[src/rtl/rtc_pkg.sv]
// Shared constants and types of the time-of-day block.
// Assumes one 200 MHz clock and a 32 kHz tick that arrives as an enable.
package rtc_pkg;

    // Register offsets on the host register port
    localparam logic [7:0] OFS_CONTROL = 8'h40;
    localparam logic [7:0] OFS_SOFT_RESET = 8'h41;
    localparam logic [7:0] OFS_HOUR_FORMAT = 8'h44;
    localparam logic [7:0] OFS_SECONDS = 8'h48;
    localparam logic [7:0] OFS_MINUTES = 8'h49;
    localparam logic [7:0] OFS_HOURS = 8'h4a;
    localparam logic [7:0] OFS_STATUS = 8'h58;

    // Field positions
    localparam int CTRL_TIME_REQ_BIT = 0;
    localparam int CTRL_CAL_REQ_BIT = 1;
    localparam int CTRL_TIME_SEL_LSB = 4;
    localparam int CTRL_CAL_SEL_LSB = 6;
    localparam logic [7:0] CTRL_WRITE_MASK = 8'hf3;
    localparam int SOFT_RESET_BIT = 7;
    localparam int HOUR_FORMAT_BIT = 0;
    localparam int MERIDIEM_BIT = 6;
    localparam int STAT_ACK_BIT = 0;
    localparam int STAT_TIME_EV_BIT = 1;
    localparam int STAT_CAL_EV_BIT = 2;

    // Reset values and BCD landmarks
    localparam logic [7:0] CTRL_RESET = 8'h00;
    localparam logic [6:0] TIME_RESET = 7'h00;
    localparam logic [6:0] BCD_LAST_MIN_SEC = 7'h59;
    localparam logic [5:0] BCD_LAST_HOUR_24 = 6'h23;
    localparam logic [5:0] BCD_NOON = 6'h12;
    localparam logic [5:0] BCD_ONE = 6'h01;
    localparam logic [5:0] BCD_ELEVEN = 6'h11;
    localparam logic [3:0] BCD_NINE = 4'h9;

    // Time base
    localparam int OSC_HZ = 32768;

    // Event select codes
    localparam logic [1:0] TSEL_MINUTE = 2'b00;
    localparam logic [1:0] TSEL_HOUR = 2'b01;
    localparam logic [1:0] TSEL_MIDNIGHT = 2'b10;
    localparam logic [1:0] TSEL_NOON = 2'b11;
    localparam logic [1:0] CSEL_WEEK = 2'b00;
    localparam logic [1:0] CSEL_MONTH = 2'b01;

    typedef enum logic [2:0] {
        UPD_RUN = 3'b001,
        UPD_WAIT = 3'b010,
        UPD_HALT = 3'b100
    } upd_e;

    // Register port request
    typedef struct packed {
        logic [7:0] addr;
        logic write;
        logic read;
        logic [7:0] wrData;
    } reg_req_s;

    // Clear pulses from the status block
    typedef struct packed {
        logic ack;
        logic timeEvent;
        logic calEvent;
    } flag_clear_s;

    // Day landmarks reported by the calendar counter
    typedef struct packed {
        logic isMonday;
        logic firstOfMonth;
        logic firstOfJanuary;
    } cal_status_s;

endpackage

[src/rtl/rtc_time_control_and_counters.sv]
// Time-of-day control and BCD seconds, minutes and hours counters.
// Assumes a register port behind the serial host port and a 32 kHz
// enable; the calendar counter and status register live elsewhere.
//
// Operation
// - Writing 1 to the time update request starts halting the time counter.
// - The time counter counts as halted only once the acknowledge flag is set.
// - Writing 0 to the time update request resumes counting from registers.
// - The calendar request halts the calendar the same way, 0 restarts it.
// - The time event select picks minute, hour, midnight or noon events.
// - The calendar select picks Monday, first of month or first of January.
// - Seconds count 0 to 59 in BCD.
// - Minutes count 0 to 59 in BCD.
// - Hours are BCD, 1 to 12 in 12-hour format and 0 to 23 in 24-hour.
// - The meridiem bit shows and sets morning or afternoon in 12-hour mode.
module rtc_time_control_and_counters
    import rtc_pkg::*;
#(
    parameter int OSC_TICKS_PER_SEC = OSC_HZ
) (
    input wire logic clk,
    input wire logic rst_n,
    input wire logic oscTick,
    input wire rtc_pkg::reg_req_s regReq,
    input wire rtc_pkg::flag_clear_s flagClear,
    input wire rtc_pkg::cal_status_s calStatus,
    output logic [7:0] regRdData,
    output logic updateAck,
    output logic timeEventFlag,
    output logic calendarEventFlag,
    output logic dayRollover,
    output logic calendarHalted
);
    import rtc_pkg::*;

    typedef struct packed {
        logic [7:0] ctrl;
        logic softRst;
        logic hour12;
        logic [6:0] sec;
        logic [6:0] min;
        logic [6:0] hour;
        upd_e upd;
        logic ack;
        logic timeEv;
        logic calendar_event_flag;
        logic dayRoll;
        logic calCheck;
        logic calHalt;
        logic [7:0] rdData;
    } rtc_state_s;

    rtc_state_s s_reg;
    rtc_state_s s_next;
    logic secTick;
    logic timeHalted;
    logic anyReq;

    function automatic logic [6:0] bcd_inc(input logic [6:0] v);
        if (v[3:0] == BCD_NINE) begin
            return {v[6:4] + 3'h1, 4'h0};
        end
        return {v[6:4], v[3:0] + 4'h1};
    endfunction

    assign anyReq = s_reg.ctrl[CTRL_TIME_REQ_BIT]
        | s_reg.ctrl[CTRL_CAL_REQ_BIT];
    // Stopped only after the acknowledge state is reached
    assign timeHalted = (s_reg.upd == UPD_HALT)
        & s_reg.ctrl[CTRL_TIME_REQ_BIT];

    rtc_second_divider #(
        .DIV(OSC_TICKS_PER_SEC)
    ) u_div (
        .clk(clk),
        .rst_n(rst_n),
        .hold(timeHalted | s_reg.softRst),
        .oscTick(oscTick),
        .secTick(secTick)
    );

    always_comb begin
        logic minCarry;
        logic hourCarry;
        logic midnight;
        logic noon;
        logic timeEvent;
        logic calEvent;
        logic [5:0] h;
        logic pm;
        minCarry = 1'b0;
        hourCarry = 1'b0;
        midnight = 1'b0;
        noon = 1'b0;
        timeEvent = 1'b0;
        calEvent = 1'b0;
        h = s_reg.hour[5:0];
        pm = s_reg.hour[MERIDIEM_BIT];
        s_next = s_reg;
        s_next.dayRoll = 1'b0;
        s_next.calCheck = s_reg.dayRoll;

        // Seconds, minutes, hours advance
        if (secTick && !timeHalted) begin
            if (s_reg.sec == BCD_LAST_MIN_SEC) begin
                s_next.sec = TIME_RESET;
                minCarry = 1'b1;
            end else begin
                s_next.sec = bcd_inc(s_reg.sec);
            end
            if (minCarry) begin
                if (s_reg.min == BCD_LAST_MIN_SEC) begin
                    s_next.min = TIME_RESET;
                    hourCarry = 1'b1;
                end else begin
                    s_next.min = bcd_inc(s_reg.min);
                end
            end
            if (hourCarry) begin
                if (s_reg.hour12) begin
                    // 12 wraps to 1; 11 to 12 flips the half of day
                    if (h == BCD_NOON) begin
                        h = BCD_ONE;
                    end else if (h == BCD_ELEVEN) begin
                        h = BCD_NOON;
                        pm = ~pm;
                        midnight = ~pm;
                        noon = pm;
                    end else begin
                        h = 6'(bcd_inc({1'b0, h}));
                    end
                end else begin
                    if (h == BCD_LAST_HOUR_24) begin
                        h = '0;
                        midnight = 1'b1;
                    end else begin
                        h = 6'(bcd_inc({1'b0, h}));
                        noon = (h == BCD_NOON);
                    end
                    pm = 1'b0;
                end
                s_next.hour = {pm, h};
            end
            // Last tick before the halt still counts
            if (s_reg.upd == UPD_WAIT) begin
                s_next.upd = UPD_HALT;
            end
        end

        case (s_reg.ctrl[CTRL_TIME_SEL_LSB +: 2])
            TSEL_MINUTE: timeEvent = minCarry;
            TSEL_HOUR: timeEvent = hourCarry;
            TSEL_MIDNIGHT: timeEvent = midnight;
            TSEL_NOON: timeEvent = noon;
            default: timeEvent = 1'b0;
        endcase
        s_next.dayRoll = midnight;

        // Calendar landmarks are judged after the calendar has advanced
        if (s_reg.calCheck) begin
            case (s_reg.ctrl[CTRL_CAL_SEL_LSB +: 2])
                CSEL_WEEK: calEvent = calStatus.isMonday;
                CSEL_MONTH: calEvent = calStatus.firstOfMonth;
                default: calEvent = calStatus.firstOfJanuary;
            endcase
        end

        // Update request handshake
        case (s_reg.upd)
            UPD_RUN: begin
                if (anyReq) begin
                    s_next.upd = UPD_WAIT;
                end
            end
            UPD_WAIT: begin
                if (!anyReq) begin
                    s_next.upd = UPD_RUN;
                end
            end
            UPD_HALT: begin
                if (!anyReq) begin
                    s_next.upd = UPD_RUN;
                end
            end
            default: s_next.upd = UPD_RUN;
        endcase

        // Flags: a set in the same cycle beats a clear
        if (flagClear.ack || s_next.upd != UPD_HALT) begin
            s_next.ack = 1'b0;
        end
        if (s_reg.upd != UPD_HALT && s_next.upd == UPD_HALT) begin
            s_next.ack = 1'b1;
        end
        if (flagClear.timeEvent) begin
            s_next.timeEv = 1'b0;
        end
        if (timeEvent) begin
            s_next.timeEv = flagClear.timeEvent | ~s_reg.timeEv;
        end
        if (flagClear.calEvent) begin
            s_next.calendar_event_flag = 1'b0;
        end
        if (calEvent) begin
            s_next.calendar_event_flag = flagClear.calEvent | ~s_reg.calendar_event_flag;
        end
        s_next.calHalt = (s_next.upd == UPD_HALT)
            & s_next.ctrl[CTRL_CAL_REQ_BIT];

        // Register writes; the host keeps the group order and halt
        if (regReq.write) begin
            case (regReq.addr)
                OFS_CONTROL: begin
                    s_next.ctrl = regReq.wrData & CTRL_WRITE_MASK;
                end
                OFS_SOFT_RESET: begin
                    s_next.softRst = regReq.wrData[SOFT_RESET_BIT];
                end
                OFS_HOUR_FORMAT: begin
                    s_next.hour12 = regReq.wrData[HOUR_FORMAT_BIT];
                end
                OFS_SECONDS: s_next.sec = regReq.wrData[6:0];
                OFS_MINUTES: s_next.min = regReq.wrData[6:0];
                OFS_HOURS: s_next.hour = regReq.wrData[6:0];
                default: ;
            endcase
        end

        // Register reads, answered one cycle later
        if (regReq.read) begin
            case (regReq.addr)
                OFS_CONTROL: s_next.rdData = s_reg.ctrl;
                OFS_SOFT_RESET: begin
                    s_next.rdData = {s_reg.softRst, 7'h00};
                end
                OFS_HOUR_FORMAT: s_next.rdData = {7'h00, s_reg.hour12};
                OFS_SECONDS: s_next.rdData = {1'b0, s_reg.sec};
                OFS_MINUTES: s_next.rdData = {1'b0, s_reg.min};
                OFS_HOURS: s_next.rdData = {1'b0, s_reg.hour};
                OFS_STATUS: begin
                    s_next.rdData = 8'h00;
                    s_next.rdData[STAT_ACK_BIT] = s_reg.ack;
                    s_next.rdData[STAT_TIME_EV_BIT] = s_reg.timeEv;
                    s_next.rdData[STAT_CAL_EV_BIT] = s_reg.calendar_event_flag;
                end
                default: s_next.rdData = 8'h00;
            endcase
        end

        // Soft reset clears everything but itself and the read latch
        if (s_reg.softRst) begin
            s_next.ctrl = CTRL_RESET;
            s_next.hour12 = 1'b0;
            s_next.sec = TIME_RESET;
            s_next.min = TIME_RESET;
            s_next.hour = TIME_RESET;
            s_next.upd = UPD_RUN;
            s_next.ack = 1'b0;
            s_next.timeEv = 1'b0;
            s_next.calendar_event_flag = 1'b0;
            s_next.dayRoll = 1'b0;
            s_next.calCheck = 1'b0;
            s_next.calHalt = 1'b0;
        end
    end

    always_ff @(posedge clk) begin
        if (!rst_n) begin
            s_reg <= '{ctrl: CTRL_RESET, softRst: 1'b0, hour12: 1'b0,
                sec: TIME_RESET, min: TIME_RESET, hour: TIME_RESET,
                upd: UPD_RUN, ack: 1'b0, timeEv: 1'b0, calendar_event_flag: 1'b0,
                dayRoll: 1'b0, calCheck: 1'b0, calHalt: 1'b0,
                rdData: 8'h00};
        end else begin
            s_reg <= s_next;
        end
    end

    assign regRdData = s_reg.rdData;
    assign updateAck = s_reg.ack;
    assign timeEventFlag = s_reg.timeEv;
    assign calendarEventFlag = s_reg.calendar_event_flag;
    assign dayRollover = s_reg.dayRoll;
    assign calendarHalted = s_reg.calHalt;
endmodule

[src/rtl/rtc_second_divider.sv]
// Divides the 32 kHz enable down to a one-second enable pulse.
// Assumes oscTick is a one-cycle pulse synchronous to clk.
module rtc_second_divider #(
    parameter int DIV = 32768
) (
    input wire logic clk,
    input wire logic rst_n,
    input wire logic hold,
    input wire logic oscTick,
    output logic secTick
);
    import rtc_pkg::*;

    typedef struct packed {
        logic [$clog2(DIV)-1:0] count;
        logic tick;
    } div_state_s;

    localparam logic [$clog2(DIV)-1:0] LAST = ($clog2(DIV))'(DIV - 1);

    div_state_s s_reg;
    div_state_s s_next;

    always_comb begin
        s_next = s_reg;
        s_next.tick = 1'b0;
        // Held count restarts a full second on release
        if (hold) begin
            s_next.count = '0;
        end else if (oscTick) begin
            if (s_reg.count == LAST) begin
                s_next.count = '0;
                s_next.tick = 1'b1;
            end else begin
                s_next.count = s_reg.count + 1'b1;
            end
        end
    end

    always_ff @(posedge clk) begin
        if (!rst_n) begin
            s_reg <= '0;
        end else begin
            s_reg <= s_next;
        end
    end

    assign secTick = s_reg.tick;
endmodule

[config.mk]
export PLATFORM = sky130hd
export DESIGN_NAME = rtc_time_control_and_counters
export DESIGN_NICKNAME = d
export VERILOG_FILES = /design/src/rtl/rtc_pkg.sv /design/src/rtl/rtc_time_control_and_counters.sv /design/src/rtl/rtc_second_divider.sv
export SDC_FILE = /design/constraint.sdc
export NUM_CORES = 1
export LEC_CHECK = 0
export BUFFER_PORTS_ARGS = -buffer_cell sky130_fd_sc_hd__clkbuf_2
export CELL_PAD_IN_SITES_DETAIL_PLACEMENT = 0
export CELL_PAD_IN_SITES_GLOBAL_PLACEMENT = 1
export CORE_UTILIZATION = 30
export DETAILED_ROUTE_END_ITERATION = 7
export PLACE_DENSITY = 0.57
export SYNTH_ARGS = -nofsm -noshare
export SYNTH_HDL_FRONTEND = slang
export SYNTH_SLANG_ARGS = --single-unit
[constraint.sdc]
create_clock -name clk -period 2.32 [get_ports clk]
set_input_delay 0.464 -clock clk [delete_from_list [all_inputs] [get_ports clk]]
set_output_delay 0.464 -clock clk [all_outputs]
set_load 0.005 [all_outputs]
* After elaboration in Yosys (flattened, before gate mapping)
Index checks and enable logic that the tools add are counted.
Word-level totals: register bits after elaboration 62, input port bits 27, output and inout bits 13
Operators by class: $add $sub $neg 7, eq/ne operators 27, mux-type cells 79, bitwise gates (word level) 11, reduce and logical (&&, ||, !) cells 16
Operators with widths (number):
- 7-bit two-way mux | 11
- 6-bit two-way mux | 11
- 8-bit by 7-bit equality test with 1-bit output, second input constant | 7
- 8-bit case mux with 7 select lines | 1
- 1-bit two-way mux | 47
- 24-bit two-way mux | 1
- 21-bit two-way mux | 1
- 6-bit by 5-bit equality test with 1-bit output, second input constant | 3
- 15-bit by 1-bit adder with 15-bit output, second input constant | 1
- 15-bit equality test, second input constant | 1
- 15-bit two-way mux | 1
- 7-bit equality test, second input constant | 2
- 4-bit by 1-bit adder with 4-bit output, second input constant | 3
- 4-bit equality test, second input constant | 3
- 3-bit two-way mux | 3
- 3-bit by 1-bit adder with 3-bit output, second input constant | 2
- 3-bit equality test, second input constant | 2
- 6-bit equality test, second input constant | 1
- 3-bit != test, second input constant | 2
- 3-bit case mux with 2 select lines | 1
- 2-bit AND reduction | 3
- 2-bit nonzero test | 3
- 2-bit OR reduction | 3
- 1-bit NOT | 5
- other kinds (14) | 22

* Longest topological paths before layout
word-level depth 24, depth in mapped cells 9, gate-level depth less buffers 9

* Hierarchy
A second synthesis with hierarchy kept.
Second synthesis, totals: cells, all modules 452, area total of the unflattened synthesis 3727.3 um^2
By module, submodules not included:
- rtc_time_control_and_counters | instances 1, cells each 368, area each 2966.6 um^2, sequential area each 920.9 um^2
- rtc_second_divider | instances 1, cells each 84, area each 760.7 um^2, sequential area each 320.3 um^2

* Worst setup path after synthesis
OpenSTA, ideal clock, no wires.
path kind reg-to-reg, from register s_reg[24] (netlist name), to register s_reg[22] (netlist name), arrival 1.879 ns, required time 2.246 ns, slack 0.366 ns, stages on the path, launching flop included 9, path buffers 2, path through dfxtp_1 ha_1 and3b_1 buf_2 nand3_1 or2_1 buf_6 or4_1 a31oi_1
On the way: longest elaborated chain between the ends 8
RTL lines:
- start, declared | line rtc_time_control_and_counters.sv:53 | rtc_state_s s_reg;
- start signal, assigned | line rtc_time_control_and_counters.sv:269 | s_reg <= '{ctrl: CTRL_RESET, softRst: 1'b0, hour12: 1'b0,
- start signal, assigned | line rtc_time_control_and_counters.sv:275 | s_reg <= s_next;
- 7-bit equality test (*) | line rtc_time_control_and_counters.sv:112 | if (s_reg.min == BCD_LAST_MIN_SEC) begin
- 1-bit two-way mux (*) | line rtc_time_control_and_counters.sv:112
- 1-bit two-way mux (*) | line rtc_time_control_and_counters.sv:111 | if (minCarry) begin
- 1-bit two-way mux (*) | line rtc_time_control_and_counters.sv:104 | if (secTick && !timeHalted) begin
- 7-bit two-way mux (*) | line rtc_time_control_and_counters.sv:119 | if (hourCarry) begin
- 24-bit two-way mux (*) | line rtc_time_control_and_counters.sv:104
- 7-bit two-way mux | line rtc_time_control_and_counters.sv:212 | case (regReq.addr)
- 21-bit two-way mux (*) | line rtc_time_control_and_counters.sv:211 | if (regReq.write) begin
Every way passes the cells marked *; elsewhere a longest branch is shown, timed or not. The select of a mux whose other input is x is not followed. A chain may end at the register's enable or synchronous reset.

* Worst setup path after layout
Same ends and word-level chain as after synthesis.

==> metrics.cfg <==
[grt]
track_usage_pct = 17.2
grt_util_met2_pct = 25.6
antenna_found_initial = 0
grtUsageMet1_pct = 24.5
top_usage_layer = met2
overflow = 0
grt_max_degree = 19
use_met3_pct = 3.84
grt_pass1_vias = 3138
grt_pass1_wl_um = 16500

[min_path]
hold_path_class = in2reg
hold_start = regReq[7]

[placed_design]
gp_congestion = 0.787
dp_cells = 610
portBuffers = 39
dp_hpwl_um = 7640

[power]
p_leak_nw = 1.61
power.density_nw_per_um2 = 627
ir_drop_mv = 0.410

[finish]
fillers = 1213
n_antenna_cell = 0
syn_to_final_growth_pct = 18.9
nets = 518
largest_reg_flops = 33
fin_cells = 626
drive_above_1_share_pct = 17.0

[clock_tree]
clock_tree.root_cell = clkbuf_16
cts_hold_buf = 0
cts_buffer_depth = 2
numCtsBuffers = 9
clk_pin_slew_ns = 0.06
post_cts_resized = 0
cts_setup_buffers = 0
htreeDepth = 3
insertion_delay_ns = 0.33
cts_tree = yes
cts_sinks = 62

[die]
die_width_um = 111
initial_core_util_pct = 30.8
die_area_um2 = 12200
coreArea_um2 = 11500
io_pins = 40
rows = 39
chipHeight_um = 111

[yosys]
synth_enable_flop_cells = 0
synthArstFlopShare_pct = 0
syn_area_um2 = 3530
synth.distinct_cells = 58
synth_flop_cell = dfxtp_1
seq_area_frac_synth_pct = 35.1
syn_nets = 479
syn_inst = 439
syn_avg_cell_area_um2 = 8.05
yosys_warnings = 0
ys_ff_latch = 62

[timing]
slew_headroom_pct = 61.3
hold_violations = 0
setup_tns_ns = 0
post-route-period-util_pct = 92.4
min_period_ns = 2.14
skew_ns = 0.0124
worst_pin_slew_ns = 0.573
maxSlewViolCount = 0
fmax_mhz = 467
setup_viol = 0
rsz0062_at_grt = false

[status]
status = completed

[route]
vias = 3233
dr.pass1.iters = 4
drc = 0
avgViaCountPerCell = 5.16
wl_um = 10200
drtIter0Drc = 163
post_drt_wl_per_cell_um = 16.2
drtAntennaViolNets = 0

[worst_setup_path]
worstPathMaxFanout = 9
startpoint = s_reg[24]$_SDFF_PP0_
arrival_ns = 2.41
crit_type = reg2reg
cp-end-kind = flop
worstPathRequired_ns = 2.58
start_kind = flop
r2r_start = s_reg[24]$_SDFF_PP0_

[flow_run]
maxCapViolations = 0

-- cells in the mapped netlist, types with 4 or more instances --
master    instances  share of area [%]
dfxtp_1          62                 35
nor2_1           52                5.5
nand2_1          36                3.8
nand3_1          28                4.0
o21ai_0          28                4.0
a21oi_1          18                2.5
clkbuf_1         18                1.9
inv_1            16                1.7
mux2i_1          16                4.5
ha_1             13                4.6
nor2b_1          11                1.9
nor3_1           11                1.6
xor2_1           11                2.7
a211oi_1          8                1.7
a31oi_1           8                1.4
buf_4             8                1.7
nand4_1           8                1.4
and3_1            7                1.2
xnor2_1           7                1.7
nand2b_1          6                1.1
and2_1            5               0.89
a22oi_1           4               0.85
mux2_2            4                1.3
o22ai_1           4               0.71
-- worst max-delay path, stage by stage (launching register included) --
cell and delay (ns):
dfxtp_1 0.43, ha_1 0.18, and3b_1 0.28, nand3_1 0.16, or2_1 0.36, or4_1 0.50
a31oi_1 0.16
-- metal layers --
metal | up-vias | routed length, um
met5 | - | 0
li1 | 1633 | -
met1 | 1507 | 5210
met3 | 13 | 447
met2 | 80 | 4370
met4 | 0 | 140
-- metrics by stage --
stage          setup WS (ns)  instance area [um2]  util, %  power (mW)  hold slack [ns]
4_1_cts                0.179                 4200     36.7        2.67            0.396
3_3_place_gp           0.273                 3890     33.9        1.22            0.441
3_5_place_dp           0.204                 3890     33.9        1.22            0.450
2_1_floorplan          0.366                 3530        -        1.16            0.450
6_report               0.177                 4200     36.7        2.63            0.406
5_1_grt              0.00545                 4200     36.7        2.72            0.449
-- path summary, 6_finish.rpt --
path / end / slack, ns / cells past startpoint
setup / recovery: s_reg[22]$_SDFF_PP0_ / 0.18 / 6
hold / removal: s_reg[47]$_SDFFE_PP0P_ / 0.41 / 3
setup reg to reg: s_reg[22]$_SDFF_PP0_ / 0.18 / 6
hold reg to reg: s_reg[9]$_SDFF_PP0_ / 0.46 / 1
-- where the power goes --
group | switching, mW | internal [mW]
sequential | 0.00421 | 1.07
combinational | 0.0769 | 0.0442
clock | 0.500 | 0.938
-- cell usage in the layout (no fill, tap or decap), types with 3 or more instances in the layout --
master,netlist,layout
clkbuf_2,0,39
buf_4,8,18
nor3_1,11,11
ha_1,13,13
nor2b_1,11,11
a21oi_1,18,18
mux2_2,4,4
a211oi_1,8,8
nand4_1,8,8
dfxtp_1,62,62
nand2_1,36,36
and2_1,5,5
a2bb2oi_1,3,3
nor2_1,52,52
xor2_1,11,11
or3_1,3,3
nand2b_1,6,6
nand3_1,28,28
o41ai_1,3,3
clkbuf_16,0,9
o21ai_0,28,28
inv_1,16,16
a31oi_1,8,8
and3_1,7,7
o22ai_1,4,4
mux2i_1,16,16
a22oi_1,4,4
o2bb2ai_1,3,3
xnor2_1,7,7
-- final cells by class --
| type | instances | area (um2) | area share (%) |
|---|---|---|---|
| Multi-Input combinational cell | 332 | 2080 | 49.4 |
| Sequential cell | 62 | 1240 | 29.5 |
| Clock buffer | 10 | 229 | 5.45 |
| Timing Repair Buffer | 57 | 330 | 7.86 |
| Clock inverter | 6 | 86.3 | 2.05 |
| Tap cell | 143 | 179 | 4.26 |
| Inverter | 16 | 60.1 | 1.43 |
-- kinds of logic after synthesis --
group,share of synthesized area [%]
XOR/XNOR,4.46
AO/OA/AOI/OAI,17.4
flip-flops,35.1
adder cells (fa/ha/maj),4.60
AND/OR/NAND/NOR,26.5
buffers and inverters,6.09
multiplexers,5.81
Note: power is estimated with default switching activity, not from simulation.
